--- src/rtl/pcc_pkg.sv ---
// Constants for the loop-derived core clock control block.
// Assumes clk stands in for the loop output and that crystal ticks arrive synchronous to it.
package pcc_pkg;

  // Control register location and reset value
  localparam logic [7:0] PLL_CLOCK_CONTROL_ADDR  = 8'hd7;
  localparam logic [7:0] PLL_CLOCK_CONTROL_RESET = 8'h03;

  // Field positions
  localparam int unsigned HALT_BIT = 7;
  localparam int unsigned LOCK_BIT = 6;
  localparam int unsigned RSV_HI   = 5;
  localparam int unsigned RSV_LO   = 4;
  localparam int unsigned FAST_BIT = 3;
  localparam int unsigned DIV_MSB  = 2;
  localparam int unsigned DIV_LSB  = 0;

  // Divider geometry
  localparam int unsigned DIV_W         = 3;
  localparam int unsigned CNT_W         = 7;
  localparam logic [2:0]  FULL_RATE_DIV = 3'h0;

  // Frequencies
  localparam int unsigned CRYSTAL_HZ = 32768;
  localparam int unsigned PLL_MULT   = 512;
  localparam int unsigned SYS_HZ     = CRYSTAL_HZ * PLL_MULT;
  localparam int unsigned CLK_HZ     = 25000000;

  // Lock check timing, in clk cycles
  localparam int unsigned FREE_RUN_TOL_PCT = 20;
  localparam int unsigned PERIOD_CYCLES    = CLK_HZ / CRYSTAL_HZ;
  localparam int unsigned MIN_GAP_CYCLES   = (PERIOD_CYCLES * (100 - FREE_RUN_TOL_PCT)) / 100;
  localparam int unsigned MAX_GAP_CYCLES   = (PERIOD_CYCLES * (100 + FREE_RUN_TOL_PCT)) / 100;
  localparam int unsigned LOSS_PERIODS     = 2;
  localparam int unsigned LOSS_CYCLES      = PERIOD_CYCLES * LOSS_PERIODS;
  localparam int unsigned LOCK_TICKS       = 4;
  localparam int unsigned GAP_W            = 11;
  localparam int unsigned GOOD_W           = 3;

  typedef enum logic [1:0] {
    LK_ACQUIRE,
    LK_FREE,
    LK_LOCKED,
    LK_RAILED
  } pcc_lock_state_t;

endpackage : pcc_pkg

--- src/rtl/pcc_lock_monitor.sv ---
// Loop lock tracker: judges crystal presence after reset and watches for later loss.
// Assumes crystal_tick is a one-cycle pulse per crystal period, synchronous to clk.
`timescale 1ns/100ps
`default_nettype none

module pcc_lock_monitor (
  // Clock and synchronised reset
  input  wire logic clk,
  input  wire logic rst_n,
  // Crystal
  input  wire logic crystal_tick,
  // Status
  output logic      locked,
  output logic      railed
);

  typedef struct packed {
    pcc_pkg::pcc_lock_state_t           state;
    logic [pcc_pkg::GAP_W-1:0]          gap;
    logic [pcc_pkg::GOOD_W-1:0]         good;
    logic                               locked;
    logic                               railed;
  } pcc_lock_reg_t;

  localparam logic [pcc_pkg::GAP_W-1:0]  MIN_GAP = pcc_pkg::GAP_W'(pcc_pkg::MIN_GAP_CYCLES);
  localparam logic [pcc_pkg::GAP_W-1:0]  MAX_GAP = pcc_pkg::GAP_W'(pcc_pkg::MAX_GAP_CYCLES);
  localparam logic [pcc_pkg::GAP_W-1:0]  LOSS    = pcc_pkg::GAP_W'(pcc_pkg::LOSS_CYCLES);
  localparam logic [pcc_pkg::GOOD_W-1:0] NEED    = pcc_pkg::GOOD_W'(pcc_pkg::LOCK_TICKS);

  pcc_lock_reg_t st;
  pcc_lock_reg_t next_st;

  always_comb
  begin
    next_st = st;
    if (crystal_tick)
      next_st.gap = '0;
    else if (st.gap != LOSS)
      next_st.gap = st.gap + 1'b1;
    case (st.state)
      pcc_pkg::LK_ACQUIRE:
      begin
        // Out-of-band tick spacing means no usable crystal: free-run
        if (crystal_tick && st.good != '0 && (st.gap < MIN_GAP || st.gap > MAX_GAP))
          next_st.state = pcc_pkg::LK_FREE;
        else if (!crystal_tick && st.gap >= MAX_GAP)
          next_st.state = pcc_pkg::LK_FREE;
        else if (crystal_tick)
        begin
          next_st.good = st.good + 1'b1;
          if (st.good + 1'b1 == NEED)
          begin
            next_st.state  = pcc_pkg::LK_LOCKED;
            next_st.locked = 1'b1;
          end
        end
      end
      pcc_pkg::LK_LOCKED:
      begin
        if (!crystal_tick && st.gap == LOSS)
        begin
          next_st.state  = pcc_pkg::LK_RAILED;
          next_st.railed = 1'b1;
        end
      end
      // Free-run and railed hold until the next reset: lock is judged at power-on only
      pcc_pkg::LK_FREE:   next_st.locked = 1'b0;
      pcc_pkg::LK_RAILED: next_st.railed = 1'b1;
      default:            next_st.state  = pcc_pkg::LK_ACQUIRE;
    endcase
  end

  always_ff @(posedge clk or negedge rst_n)
  begin
    if (!rst_n)
      st <= '{pcc_pkg::LK_ACQUIRE, '0, '0, 1'b0, 1'b0};
    else
      st <= next_st;
  end

  assign locked = st.locked;
  assign railed = st.railed;
endmodule : pcc_lock_monitor

`default_nettype wire

--- src/rtl/pcc_core_clock_control.sv ---
// Core clock control: control register, binary core divider, fast interrupt override,
// crystal oscillator power-down control and lock status.
// Assumes a special-function-register port synchronous to clk, which stands for the loop output;
// core_clk_en is the divided core clock as a one-cycle enable for the core's flops.
//
// Operation
// - The loop multiplies the 32.768 kHz crystal by 512 to a 16.777216 MHz system clock.
// - The core clock is the loop output divided by two to the power of the divider field.
// - After reset the divider selects divide by 8 and the control register reads 0x03.
// - With the oscillator halt bit set, the crystal oscillator stops during power-down.
// - With that bit clear, the oscillator keeps running in power-down for the interval counter.
// - Bit 6 is a read-only lock flag set at power-on when the loop tracks the crystal.
// - Without tracking at power-on the lock flag reads zero and the loop free-runs.
// - Losing the crystal after lock rails the loop and stops the core clock.
// - With the fast interrupt bit set, interrupt service runs at the undivided rate.
// - On return from the interrupt the divider setting applies again; clearing the bit ends it.
// - The three-bit divider field in bits 2 to 0 sets the core operating frequency.
// - Divider 000 gives 16.777216 MHz and each step halves it, down to 0.131072 MHz at 111.
// - The interval counter is clocked from the crystal oscillator, not the loop.
`timescale 1ns/100ps
`default_nettype none

module pcc_core_clock_control (
  // Clock and reset
  input  wire logic       clk,
  input  wire logic       rst_n,
  // Special function register port
  input  wire logic [7:0] sfr_addr,
  input  wire logic       sfr_wr,
  input  wire logic       sfr_rd,
  input  wire logic [7:0] sfr_wdata,
  output logic      [7:0] sfr_rdata,
  // Core and system status
  input  wire logic       irq_in_service,
  input  wire logic       power_down,
  output logic            core_clk_en,
  output logic            core_halted,
  // Crystal and interval counter
  input  wire logic       crystal_tick,
  output logic            crystal_osc_run,
  output logic            interval_tick
);

  typedef struct packed {
    logic                        crystal_sleep_halt;
    logic                        fast_irq_clocking;
    logic [pcc_pkg::DIV_W-1:0]   core_divider;
    logic [pcc_pkg::DIV_W-1:0]   active_div;
    logic [pcc_pkg::CNT_W-1:0]   cnt;
    logic                        pulse;
    logic                        halted;
    logic                        osc_run;
    logic                        tick_out;
    logic [7:0]                  rdata;
  } pcc_core_reg_t;

  // Period mask for a divider setting: the count at which the period ends
  function automatic logic [pcc_pkg::CNT_W-1:0] div_mask(input logic [pcc_pkg::DIV_W-1:0] d);
    logic [pcc_pkg::CNT_W:0] one_hot;
    one_hot  = '0;
    one_hot  = (pcc_pkg::CNT_W+1)'(1) << d;
    div_mask = pcc_pkg::CNT_W'(one_hot - 1'b1);
  endfunction : div_mask

  logic          rst_meta_n;
  logic          rst_sync_n;
  logic          locked;
  logic          railed;
  logic          fast_sel;
  logic          stopped;
  logic [2:0]    sel_div;
  pcc_core_reg_t st;
  pcc_core_reg_t next_st;

  // Reset release through two flops; assertion stays asynchronous
  always_ff @(posedge clk or negedge rst_n)
  begin
    if (!rst_n)
    begin
      rst_meta_n <= 1'b0;
      rst_sync_n <= 1'b0;
    end
    else
    begin
      rst_meta_n <= 1'b1;
      rst_sync_n <= rst_meta_n;
    end
  end

  pcc_lock_monitor u_lock (
    .clk          (clk),
    .rst_n        (rst_sync_n),
    .crystal_tick (crystal_tick),
    .locked       (locked),
    .railed       (railed)
  );

  always_comb
  begin
    next_st  = st;
    fast_sel = st.fast_irq_clocking & irq_in_service;
    sel_div  = fast_sel ? pcc_pkg::FULL_RATE_DIV : st.core_divider;
    stopped  = railed | power_down;

    // Register write; lock flag and reserved bits are not stored
    if (sfr_wr && sfr_addr == pcc_pkg::PLL_CLOCK_CONTROL_ADDR)
    begin
      next_st.crystal_sleep_halt = sfr_wdata[pcc_pkg::HALT_BIT];
      next_st.fast_irq_clocking  = sfr_wdata[pcc_pkg::FAST_BIT];
      next_st.core_divider       = sfr_wdata[pcc_pkg::DIV_MSB:pcc_pkg::DIV_LSB];
    end

    // Register read; unmapped addresses read zero
    if (sfr_rd)
    begin
      next_st.rdata = 8'h00;
      if (sfr_addr == pcc_pkg::PLL_CLOCK_CONTROL_ADDR)
      begin
        next_st.rdata[pcc_pkg::HALT_BIT]                  = st.crystal_sleep_halt;
        next_st.rdata[pcc_pkg::LOCK_BIT]                  = locked;
        next_st.rdata[pcc_pkg::FAST_BIT]                  = st.fast_irq_clocking;
        next_st.rdata[pcc_pkg::DIV_MSB:pcc_pkg::DIV_LSB]  = st.core_divider;
      end
    end

    // Divider: a new setting is taken only where the running period ends, so no
    // period is ever cut short; the price is up to one old period of latency
    next_st.pulse = 1'b0;
    if (!stopped)
    begin
      if (st.cnt == div_mask(st.active_div))
      begin
        next_st.pulse      = 1'b1;
        next_st.cnt        = '0;
        next_st.active_div = sel_div;
      end
      else
        next_st.cnt = st.cnt + 1'b1;
    end
    next_st.halted = stopped;

    // Crystal oscillator and interval counter clock
    next_st.osc_run  = !(power_down && st.crystal_sleep_halt);
    next_st.tick_out = crystal_tick & st.osc_run;
  end

  always_ff @(posedge clk or negedge rst_sync_n)
  begin
    if (!rst_sync_n)
      st <= '{pcc_pkg::PLL_CLOCK_CONTROL_RESET[pcc_pkg::HALT_BIT],
              pcc_pkg::PLL_CLOCK_CONTROL_RESET[pcc_pkg::FAST_BIT],
              pcc_pkg::PLL_CLOCK_CONTROL_RESET[pcc_pkg::DIV_MSB:pcc_pkg::DIV_LSB],
              pcc_pkg::PLL_CLOCK_CONTROL_RESET[pcc_pkg::DIV_MSB:pcc_pkg::DIV_LSB],
              '0, 1'b0, 1'b0, 1'b1, 1'b0, 8'h00};
    else
      st <= next_st;
  end

  assign sfr_rdata       = st.rdata;
  assign core_clk_en     = st.pulse;
  assign core_halted     = st.halted;
  assign crystal_osc_run = st.osc_run;
  assign interval_tick   = st.tick_out;

  // Helper: running cycles since the last core clock pulse
  logic [pcc_pkg::CNT_W:0] run_gap;
  logic                    seen_pulse;

  always_ff @(posedge clk or negedge rst_sync_n)
  begin
    if (!rst_sync_n)
    begin
      run_gap    <= '0;
      seen_pulse <= 1'b0;
    end
    else
    begin
      if (!stopped)
        run_gap <= core_clk_en ? (pcc_pkg::CNT_W+1)'(1) : run_gap + 1'b1;
      else if (core_clk_en)
        run_gap <= '0;
      if (core_clk_en)
        seen_pulse <= 1'b1;
    end
  end
endmodule : pcc_core_clock_control

`default_nettype wire

--- config.mk ---
export PLATFORM = sky130hd
export DESIGN_NAME = pcc_core_clock_control
export DESIGN_NICKNAME = d
export VERILOG_FILES = /design/src/rtl/pcc_pkg.sv /design/src/rtl/pcc_lock_monitor.sv /design/src/rtl/pcc_core_clock_control.sv
export SDC_FILE = /design/constraint.sdc
export NUM_CORES = 1
export LEC_CHECK = 0
export ABC_AREA = 0
export BUFFER_PORTS_ARGS = -buffer_cell sky130_fd_sc_hd__buf_2
export CAP_MARGIN = 20
export CORE_MARGIN = 2
export CORE_UTILIZATION = 36
export CTS_CLUSTER_SIZE = 10
export DETAILED_ROUTE_END_ITERATION = 8
export MAX_ROUTING_LAYER = met4
export PLACE_DENSITY = 0.61
export SYNTH_ARGS = -nofsm -noshare
export SYNTH_HDL_FRONTEND = slang
export SYNTH_SLANG_ARGS = --single-unit
export TNS_END_PERCENT = 5
--- constraint.sdc ---
create_clock -name clk -period 1.9 [get_ports clk]
set_clock_uncertainty 0.2 [all_clocks]
set_input_delay 0.285 -clock clk [delete_from_list [all_inputs] [get_ports clk]]
set_output_delay 0.285 -clock clk [all_outputs]
set_load 0.05 [all_outputs]
== Yosys cells after proc, flatten, opt, wreduce, memory -nomap -nowiden ==
Index checks and enable logic that the tools add are counted.
Widths: inputs -> output; s select.

* Output and inout port bits: 12
* Memory bits (writable): 0
* Flip-flop bits (word level): 45
* Word-level logic and storage cells: 87
* Bits in read-only memories: 0
* Latch bits: 0
* Memories kept: 0

* Reduce and logical (&&, ||, !) cells: 20
* Equal/unequal tests: 15
* Bitwise logic cells: 6
* Div/mod/pow operators: 0
* Add/subtract/negate cells: 4
* Mux-type cells: 21
* Shifts and indexed selects: 1
* $lt $le $gt $ge: 3
* Multiply operators: 0

{| class="wikitable"
|+ Operators by type and width
! cell !! number
|-
| $mux 11 || 2
|-
| $mux 2 || 6
|-
| $add 11x1->11 const B || 1
|-
| $eq 11x11->1 const B || 1
|-
| $ge 11x10->1 const B || 1
|-
| $gt 11x10->1 const B || 1
|-
| $lt 11x10->1 const B || 1
|-
| $ne 11x11->1 const B || 1
|-
| $eq 8x8->1 const B || 1
|-
| $reduce_and 4->1 || 2
|-
| $reduce_bool 2->1 || 4
|-
| $add 7x1->7 const B || 1
|-
| $eq 7x7->1 || 1
|-
| $mux 1 || 7
|-
| $mux 7 || 1
|-
| $shl 1x3->7 const A || 1
|-
| $sub 7x1->7 const B || 1
|-
| $logic_and 1x1->1 || 6
|-
| $ne 2x2->1 const B || 3
|-
| $reduce_and 5->1 || 1
|-
| $eq 2x2->1 const B || 2
|-
| $mux 4 || 1
|-
| $ne 2x1->1 const B || 2
|-
| $ne 4x1->1 const B || 1
|-
| other kinds (15) || 21
|}

== Depth between registers and ports, before layout ==
Gate-level depths: netlist of the first run.

* Depth in word-level cells: 7
* Depth in mapped cells: 9
* Mapped depth without buffers: 8

== Cells and area by module ==
Synthesis of the first run repeated with hierarchy kept, for this count alone.

* Cell total of the unflattened synthesis: 260
* Area total of the unflattened synthesis: 2466.1 um^2

{| class="wikitable"
|+ Modules (own cells, without submodules)
! module !! times used !! area an instance (um^2) !! cells each
|-
| pcc_core_clock_control || 1 || 1310.0 || 131
|-
| pcc_lock_monitor || 1 || 1156.1 || 129
|}

== Least setup slack after synthesis of the first run ==
No wires, ideal clock.

* Path kind: register -> register
* Start point: register st[20] in the netlist's numbering
* End point: register st[21] in the netlist's numbering
* Stages on the path, launching flop included: 10
* Buffers on the path: 1
* Data arrival time: 2.300 ns
* Path slack: -0.736 ns
* Cells stage by stage: dfstp_2 -> buf_4 -> nor3_1 -> inv_1 -> ha_1 -> or4b_1 -> nand3_1 -> xor2_1 -> nor4_4 -> o22ai_1

* Word-level cells in the longest chain between the ends: 4

{| class="wikitable"
|+ RTL lines
! element !! RTL line !! RTL
|-
| start, declared || pcc_core_clock_control.sv:72 || <nowiki>pcc_core_reg_t st;</nowiki>
|-
| start signal, assigned || pcc_core_clock_control.sv:150 || <nowiki>st <= '{pcc_pkg::PLL_CLOCK_CONTROL_RESET[pcc_pkg::HALT_BIT],</nowiki>
|-
| start signal, assigned || pcc_core_clock_control.sv:156 || <nowiki>st <= next_st;</nowiki>
|-
| $shl 1x3->7 || pcc_core_clock_control.sv:61 || <nowiki>one_hot = (pcc_pkg::CNT_W+1)'(1) << d;</nowiki>
|-
| $sub 7x1->7 || pcc_core_clock_control.sv:62 || <nowiki>div_mask = pcc_pkg::CNT_W'(one_hot - 1'b1);</nowiki>
|-
| $eq 7x7->1 || pcc_core_clock_control.sv:131 || <nowiki>if (st.cnt == div_mask(st.active_div))</nowiki>
|-
| $reduce_and 2->1 (no line) || -- ||
|}

No other way between the ends.
A chain may end at the register's enable or synchronous reset.

== Worst setup path in the final report of the first run ==
* Start point: register st[19] in the netlist's numbering
* End point: register st[21] in the netlist's numbering

The elaborated chain is that of the path after synthesis.

==> impl.org, run 1 <==
** Run status
- The run finished, with violations left.
- The checks that failed: negative setup slack.

** Drt
- Number of search-and-repair iterations in the first detailed-routing pass :: 4
- Using the TritonRoute via totals, the vias-per-cell ratio works out to 5.13.
- After detailed routing, the average wire length per cell comes to 13.3 um.
- For this block, the routed nets add up to 5410 um of wire.
- The first routing iteration left 71 violations.
- Post-detailed-route DRC marker count :: 0
- The count of nets left with antenna violations once routing finished came out at 0.
- The routed layout has 2082 vias.

** Die
- The die covers about 7700 um^2.
- In this run the core area contains 30 standard-cell rows.
- Die X :: between 80 and 90 um
- Die Ht :: 87.5 um
- Placeable core area :: 6760 um^2
- For this configuration, the core starts out at a cell density of 0.371.
- 35 I/O pins were placed.

** Timing
- Worst setup slack after layout :: -0.487 ns
- Relative slew margins :: 0.647
- After routing, the total negative slack on setup checks comes to -5.90 ns.
- Crit path time final :: between 2 and 2.5 ns
- In the finished design, the share of the clock period the worst path needs comes to 1.26.
- The total count of hold-check failures in the final report came to 0.
- Final setup violating endpoints :: 17
- Final slew viol count :: 0
- Across all hold checks on the routed design, the worst slack comes to around 0.0087 ns.
- Unrepaired setup endpoints after global routing :: true
- Peak clock frequency supported by timing :: 419 MHz
- For the pin with the worst max-slew slack, the measured transition is ~0.53 ns.

** Global routing
- Wire length of the first global-routing pass :: 9250 um
- Overall overflow remaining after global route :: 0
- Number of global-route vias before repair :: 2076
- All-Layer GR Usage :: 0.156
- Initial antenna violation count :: 0
- Maximum number of pins on one net before global-route repair :: between 40 and 50

** Power and ir drop
- For this design the total switching power over the nets is 568 uW.
- Max IR drop VDD :: 0.000301 V
- Clk pwr share :: 0.351
- Power share of the sequential group :: 0.487
- Internal Pwr Total :: approximately 1600 uW
- Static leakage power :: between 0.0015 and 0.002 uW
- Sw Share :: 0.264
- Of the total power, combinational logic draws 0.162.
- Power per unit of standard cell area :: 661 nW/um^2

** Yosys
- Most repeated cell in the gate-level netlist after synthesis :: sky130_fd_sc_hd__dfrtp_1
- Ranked by total cell area, the synthesized netlist is headed by sky130_fd_sc_hd__dfrtp_1, sky130_fd_sc_hd__dfstp_2, sky130_fd_sc_hd__ha_1.
- After synthesis the netlist holds a flip-flop and latch count of between 40 and 50.
- Fraction of registers with async set/reset :: 1.00
- For this run, the leading register cell type out of synthesis is sky130_fd_sc_hd__dfrtp_1.
- Yosys top cell area share :: 0.399
- Portion of the post-synthesis area used by sequential elements :: 0.451
- A synthesized cell averages 9.65 um^2.
- Unique masters post-synth :: 53
- Total standard cell area after synthesis :: between 2000 and 3000 um^2
- Count of flip-flops with a built-in enable after synthesis :: 0
- Commonest cells post-synth :: sky130_fd_sc_hd__dfrtp_1, sky130_fd_sc_hd__nand2_1, sky130_fd_sc_hd__inv_1, sky130_fd_sc_hd__nor2_1, sky130_fd_sc_hd__nand3_1
- The Yosys step of the flow raised 0 warnings.
- The largest total area in the synthesized netlist belongs to sky130_fd_sc_hd__dfrtp_1.
- Number of standard cells after synthesis :: 260

** Setup path
- Depth of the most critical reg-to-reg path :: 8
- For the worst setup path, the data arrival time is 2.38 ns.
- Critical-path top delay cell :: sky130_fd_sc_hd__dfstp_2
- R2R setup slack :: -0.49 ns
- Kind of cell adding the most delay to the critical path :: simple AND/OR/NAND/NOR gates
- Type of element capturing the critical path :: flop
- Crit path largest cell delay :: 0.59 ns
- Worst-path fanout max :: 6
- Worst setup SP type :: flop
- The startpoint identified for the worst register-to-register timing path is st[19].
- Worst setup path class :: flop to flop
- At the worst endpoint, the required time is roughly 1.9 ns.
- The worst register-to-register path ends at st[21].
- The signal on the critical path passes through nand2_2 > ha_4 > or4b_4 > nand3_2 > xor2_4 > nor4_4 > buf_4 > o22ai_1.
- Crit path buffers/inverters :: 1

** Final layout
- In the final layout, the share of cells above drive strength 1 is 0.362.
- The repair_antennas step left the layout with diodes totalling 0.
- After the last flow step, the layout net total stands at 356.
- Area growth, synth to finish :: 29.9%

** Clocking
- Counting every sink on the clock net gives 45.
- Clock transition time at the flip-flop clock pins of the worst setup and hold paths :: 0.09 ns
- CTS built an H-tree with a depth of 2.
- Clock tree synthesis selected as its root buffer the cell sky130_fd_sc_hd__clkbuf_8.
- Clock tree from TritonCTS :: built
- TritonCTS Buffers :: 5
- Clock latency on the worst-skew pair, taken at its later pin, is around 0.30 ns.
- Maximum buffer depth of the clock tree :: 2

** Place
- Post-DP HPWL :: 4000 um
- Port-buffer cells :: 29
- Routability congestion estimate from global placement :: a little over 0.8

** Flow run
- Across the run, the number of max-cap violations was 0.

** Worst hold path
- The worst hold path begins at sfr_wdata[3].
- Min-Delay Path Depth :: 2
- The worst hold path terminates at st[25].
- Hold Path Class :: input pin to flop
## stage by stage
stage | util | setup WS [ns] | cell area [um^2] | total power [uW] | cells
floorplan | - | -0.516 | 2550 | 1250 | 261
global placement | 0.442 | -0.510 | 2990 | 1380 | 393
detailed placement | 0.442 | -0.560 | 2990 | 1390 | 393
CTS | 0.476 | -0.484 | 3220 | 2170 | 406
global route | 0.482 | -0.614 | 3260 | 2270 | 406
finish | 0.482 | -0.487 | 3260 | 2150 | 406
## layout make-up
class | instances | area (um^2)
Clock buffer | 5 | 68.8
Inverter | 19 | 71.3
Fill cell | 660 | 3500
Clock inverter | 3 | 50.0
Tap cell | 80 | 100
Multi-Input combinational cell | 181 | 1350
Sequential cell | 45 | 1130
Timing Repair Buffer | 73 | 488
## kinds of logic after synthesis
group	count (synthesis)	share of synthesized area
fa+ha+maj	8	0.0399
simple gates	98	0.212
flops	45	0.451
buf+inv	35	0.0693
mux	8	0.0344
other cells	2	0.00299
xor+xnor	17	0.0594
compound gates	47	0.131
## power by group through the flow
stage          sequential, uW  combinational, uW  clock (uW)
6_report                 1050                349         756
5_1_grt                  1060                393         817
4_1_cts                  1050                342         781
3_5_place_dp             1070                324           0
3_3_place_gp             1060                315           0
2_1_floorplan            1080                166           0
## sequential cells by signal, summed over array words and instances (netlist names)
name,count
core_clk_en,1
core_halted,1
crystal_osc_run,1
interval_tick,1
rst_meta_n,1
rst_sync_n,1
sfr_rdata,6
st,15
u_lock.locked,1
u_lock.railed,1
u_lock.st,16
## placed cells by master, fill, tap and decap left out, drive strengths merged, types with 3 or more instances in the layout
master and count:
nand4 4, a21oi 10, o21ai 13, or3 4, a211o 3, nor3 10, xor2 8, a21o 3
dfstp 5, clkbuf 5, nand3 15, dfrtp 40, and2 3, mux2 5, buf 71, xnor2 9
conb 3, nand2 20, nor2 19, mux2i 3, and3 9, inv 19, ha 8
## what timing repair did
item / CTS / global route
resized for setup: 16 / 9
endpoints found under the hold margin: 3 / 0
hold buffers: 2 / 0
setup buffers: 3 / 0
setup endpoints to repair: 22 / 23
pin swaps: 4 / 0
## routing by layer
metal,routed length [um],global-route usage,vias up,part of all wire
met1,2400,0.182,1017,0.44
met5,0,-,-,0
met2,2820,0.275,31,0.52
met3,126,0.0313,7,0.023
li1,-,-,1027,-
met4,60,0.0378,0,0.011
## how the worst max path moves through the flow
| stage | slack, ns | startpoint | to | depth (start not counted) |
|---|---|---|---|---|
| CTS | -0.48 | st[20] | st[21] | 9 |
| floorplan | -0.52 | st[21] | st[21] | 9 |
| global route | -0.61 | st[19] | st[21] | 9 |
| global placement | -0.51 | st[21] | st[21] | 9 |
| detailed placement | -0.56 | st[20] | st[15] | 9 |
| finish | -0.49 | st[19] | st[21] | 8 |
Note: power is estimated with default switching activity, not from simulation.
==> run 2: changes to the inputs <==
- BUFFER_PORTS_ARGS: -buffer_cell sky130_fd_sc_hd__buf_2 -> not set
- CAP_MARGIN: 20 -> not set
- DONT_BUFFER_PORTS: not set -> 1
- PLACE_DENSITY: 0.61 -> 0.57
==> run 2 against run 1 <==
  * Combinational power is 9.5% lower
  * Worst hold slack better by 0.028 ns
  * Setup slack worse by 0.088 ns
  * Die area stayed put
  * Via count is 5.3% lower
  * The run still ends with negative setup slack left
  * Count of clock-buffer cells in the layout stayed put
  * Critical path type unchanged
  * Fmax is 3.5% lower
  * Power is 5.7% lower
  * First-iteration DRC count is 23% higher
  * Flip-flop and latch count stayed put
  * Register-to-register slack worse by 0.09 ns
  * Cell count is 5.9% lower
  * Critical endpoint unchanged
==> impl.org, run 2 (synthesized netlist as in run 1, its figures left out) <==
** Timing
- The total count of hold-check failures in the final report was 0 (unchanged).
- The actual transition at the worst max-transition pin came to 0.533 ns (+0.00374 ns).
- Peak clock frequency supported by timing :: 404 MHz (-3.5%)
- Unrepaired setup endpoints after global routing :: true
- The setup slack of the critical path after layout was -0.574 ns (-0.0877 ns).
- The relative max-transition margin was 0.643 (-0.00367).
- Final period util :: 1.30 (+0.0461)
- Final slew viol count :: 0 (unchanged)
- Crit path time final :: 2.47 ns (+0.0877 ns)
- Final setup violating endpoints :: 17 (unchanged)

** Setup path
- Depth of the most critical reg-to-reg path :: 9 (+1)
- The top fanout value on the critical path is 4 (-2).
- Type of element capturing the critical path :: flop
- The required time reported for the critical path endpoint is 1.89 ns (about the same).
- Critical path startpoint :: st[21]
- R2R setup slack :: -0.57 ns (-0.09 ns)
- Critical path's most frequent cell :: sky130_fd_sc_hd__a211o_1
- Crit path largest cell delay :: 0.45 ns (-0.14 ns)
- The startpoint identified for the worst register-to-register timing path is st[21].
- WP data arrival :: 2.47 ns (+0.09 ns)
- Worst-path cell chain :: nor3_4 > inv_2 > ha_4 > xnor2_1 > a211o_1 > a211o_1 > nor4_4 > buf_4 > o22ai_1
- Critical-path top delay cell :: sky130_fd_sc_hd__dfrtp_2
- The endpoint identified for the worst register-to-register timing path is st[21].
- STA classifies the critical path startpoint as a flop.
- Worst setup path class :: flop to flop

** Power and ir drop
- Power consumption :: 2030 uW (-5.7%)
- The cell area power density is 641 nW/um^2 (-3.0%).
- Max IR drop VDD :: 0.000320 V (+6.1%)
- Static leakage power :: 0.00141 uW (-7.1%)

** Clocking
- H-tree depth reported by CTS :: 2 (unchanged)
- Clock transition time at the flip-flop clock pins of the worst setup and hold paths :: 0.10 ns (about the same)
- The source-to-sink clock delay at the later pin of the worst-skew pair came to 0.31 ns (about the same).
- TritonCTS Buffers :: 5 (unchanged)
- Clock tree from TritonCTS :: built
- The tree is rooted in a sky130_fd_sc_hd__clkbuf_8.
- Clock sink count :: 45 (unchanged)
- Maximum buffer depth of the clock tree :: 2 (unchanged)

** Die
- The die height came to 87.5 um (unchanged).
- Initial standard-cell utilization of the core :: 0.371 (unchanged)
- Area of the die :: 7650 um^2 (unchanged)
- The width of the die is 87.5 um (unchanged).
- Placeable core area :: 6760 um^2 (unchanged)
- The total number of placement rows is 30 (unchanged).
- # IOs :: 35 (unchanged)

** Place
- The worst setup slack after placement came to -0.559 ns (+0.000554 ns).
- The post-DP HPWL came to 3820 um (-4.3%).
- The final weighted congestion of routability-driven global placement is 0.810 (-2.1%).
- Port-buffer cells :: 0 (-100%)
- Inst Count DP :: 362 (-7.9%)

** Final layout
- Reg with most FFs :: u_lock.st
- The number of fillers in the final layout came to 623 (-5.6%).
- Count of placed standard cells in the final layout, fillers left out :: 382 (-5.9%)
- Most common cell after layout, fill and taps aside :: sky130_fd_sc_hd__dfrtp_1
- Flip-flop count of the largest register after layout :: 16 (unchanged)
- Relative to the synthesized area, the layout overhead comes to 26.3%.
- The number of antenna diodes is 0 (unchanged).
- Final #Nets :: 332 (-6.7%)
- In the layout the commonest cells are sky130_fd_sc_hd__dfrtp_1, sky130_fd_sc_hd__buf_4, sky130_fd_sc_hd__nand2_1.
- The fraction of final layout cells with drive strength greater than 1 is 0.278 (-0.0838).

** Run status
- The run finished, with violations left.
- The checks that failed: negative setup slack.

** Worst hold path
- Hold Path Class :: flop to asynchronous set/reset pin

** Global routing
- All-Layer GR Usage :: 0.159 (+0.00254)
- Number of global-route vias before repair :: 1959 (-5.6%)
- The first-pass GRT wire length is 9320 um (+0.81%).
- Maximum number of pins on one net before global-route repair :: 24 (-45%)
- Overall overflow remaining after global route :: 0 (unchanged)
- Initial antenna violation count :: 0 (unchanged)

** Drt
- The mean number of vias per cell was 5.16 (+0.67%).
- The wire length reported by the detailed router is 5380 um (-0.52%).
- Via total after detailed routing :: 1972 (-5.3%)
- Detailed router's first-iteration violation count :: 87 (+23%)
- Per-cell routed wire length :: 14.1 um (+5.7%)
- The number of iterations in the first detailed-routing pass is 4 (unchanged).
- Number of nets with antenna violations after detailed routing :: 0 (unchanged)
- Post-detailed-route DRC marker count :: 0 (unchanged)

** Flow run
- The max-cap check violation count came to 0 (unchanged).
run 2: through the flow:
step	util	hold slack (ns)	TNS [ns]	area [um^2]
after global routing	0.469	0.0758	-7.74	3170
after global placement	0.418	-0.211	-6.63	2830
after CTS	0.461	0.0537	-6.19	3110
after detailed placement	0.418	-0.211	-7.18	2830
final	0.469	0.0370	-6.07	3170
after floorplan	-	-0.211	-5.29	2550
run 2: power breakdown:
part	switching [uW]	total (uW)	internal [uW]
Combinational	149	316	167
Clock	377	651	274
Sequential	58.1	1060	1010
run 2: worst max-delay path by stage:
stage,to,slack [ns],cells after the start
2_1_floorplan,st[21],-0.52,9
3_3_place_gp,st[19],-0.55,8
3_5_place_dp,st[19],-0.56,8
4_1_cts,st[21],-0.56,9
5_1_grt,st[21],-0.67,9
6_report,st[21],-0.57,9
run 2: critical path: cells and delay by family, from the launching register on:
kind / cells / cell delay (ns)
buffers and inverters: 2 / 0.24
DFF: 1 / 0.45
AOI/OAI and AO/OA: 3 / 0.60
and+or+nand+nor: 2 / 0.51
adders and majority gates: 1 / 0.24
xor gates and xnor gates: 1 / 0.12
run 2: cell type report:
type / count / area, um^2 / area share
repair buffers: 49 / 403 / 0.127
clock buffers: 5 / 68.8 / 0.0217
well taps: 80 / 100 / 0.0316
clock inverters: 3 / 26.3 / 0.00829
flip-flops and latches: 45 / 1140 / 0.359
multi-input cells: 181 / 1360 / 0.430
inverters: 19 / 71.3 / 0.0225
run 2: timing repair:
item	in CTS	in global routing
endpoints found under the hold margin	29	0
setup endpoints to repair	22	22
pin swaps	5	3
setup buffers	1	0
hold buffers	11	0
gates resized for setup	16	10
run 2: per-layer routing:
metal	track usage	share of wire	up-vias	routed length (um)
li1	-	-	983	-
met1	0.203	0.46	960	2490
met2	0.257	0.50	25	2680
met3	0.0284	0.029	4	158
met4	0.0476	0.010	0	55
met5	-	0	-	0
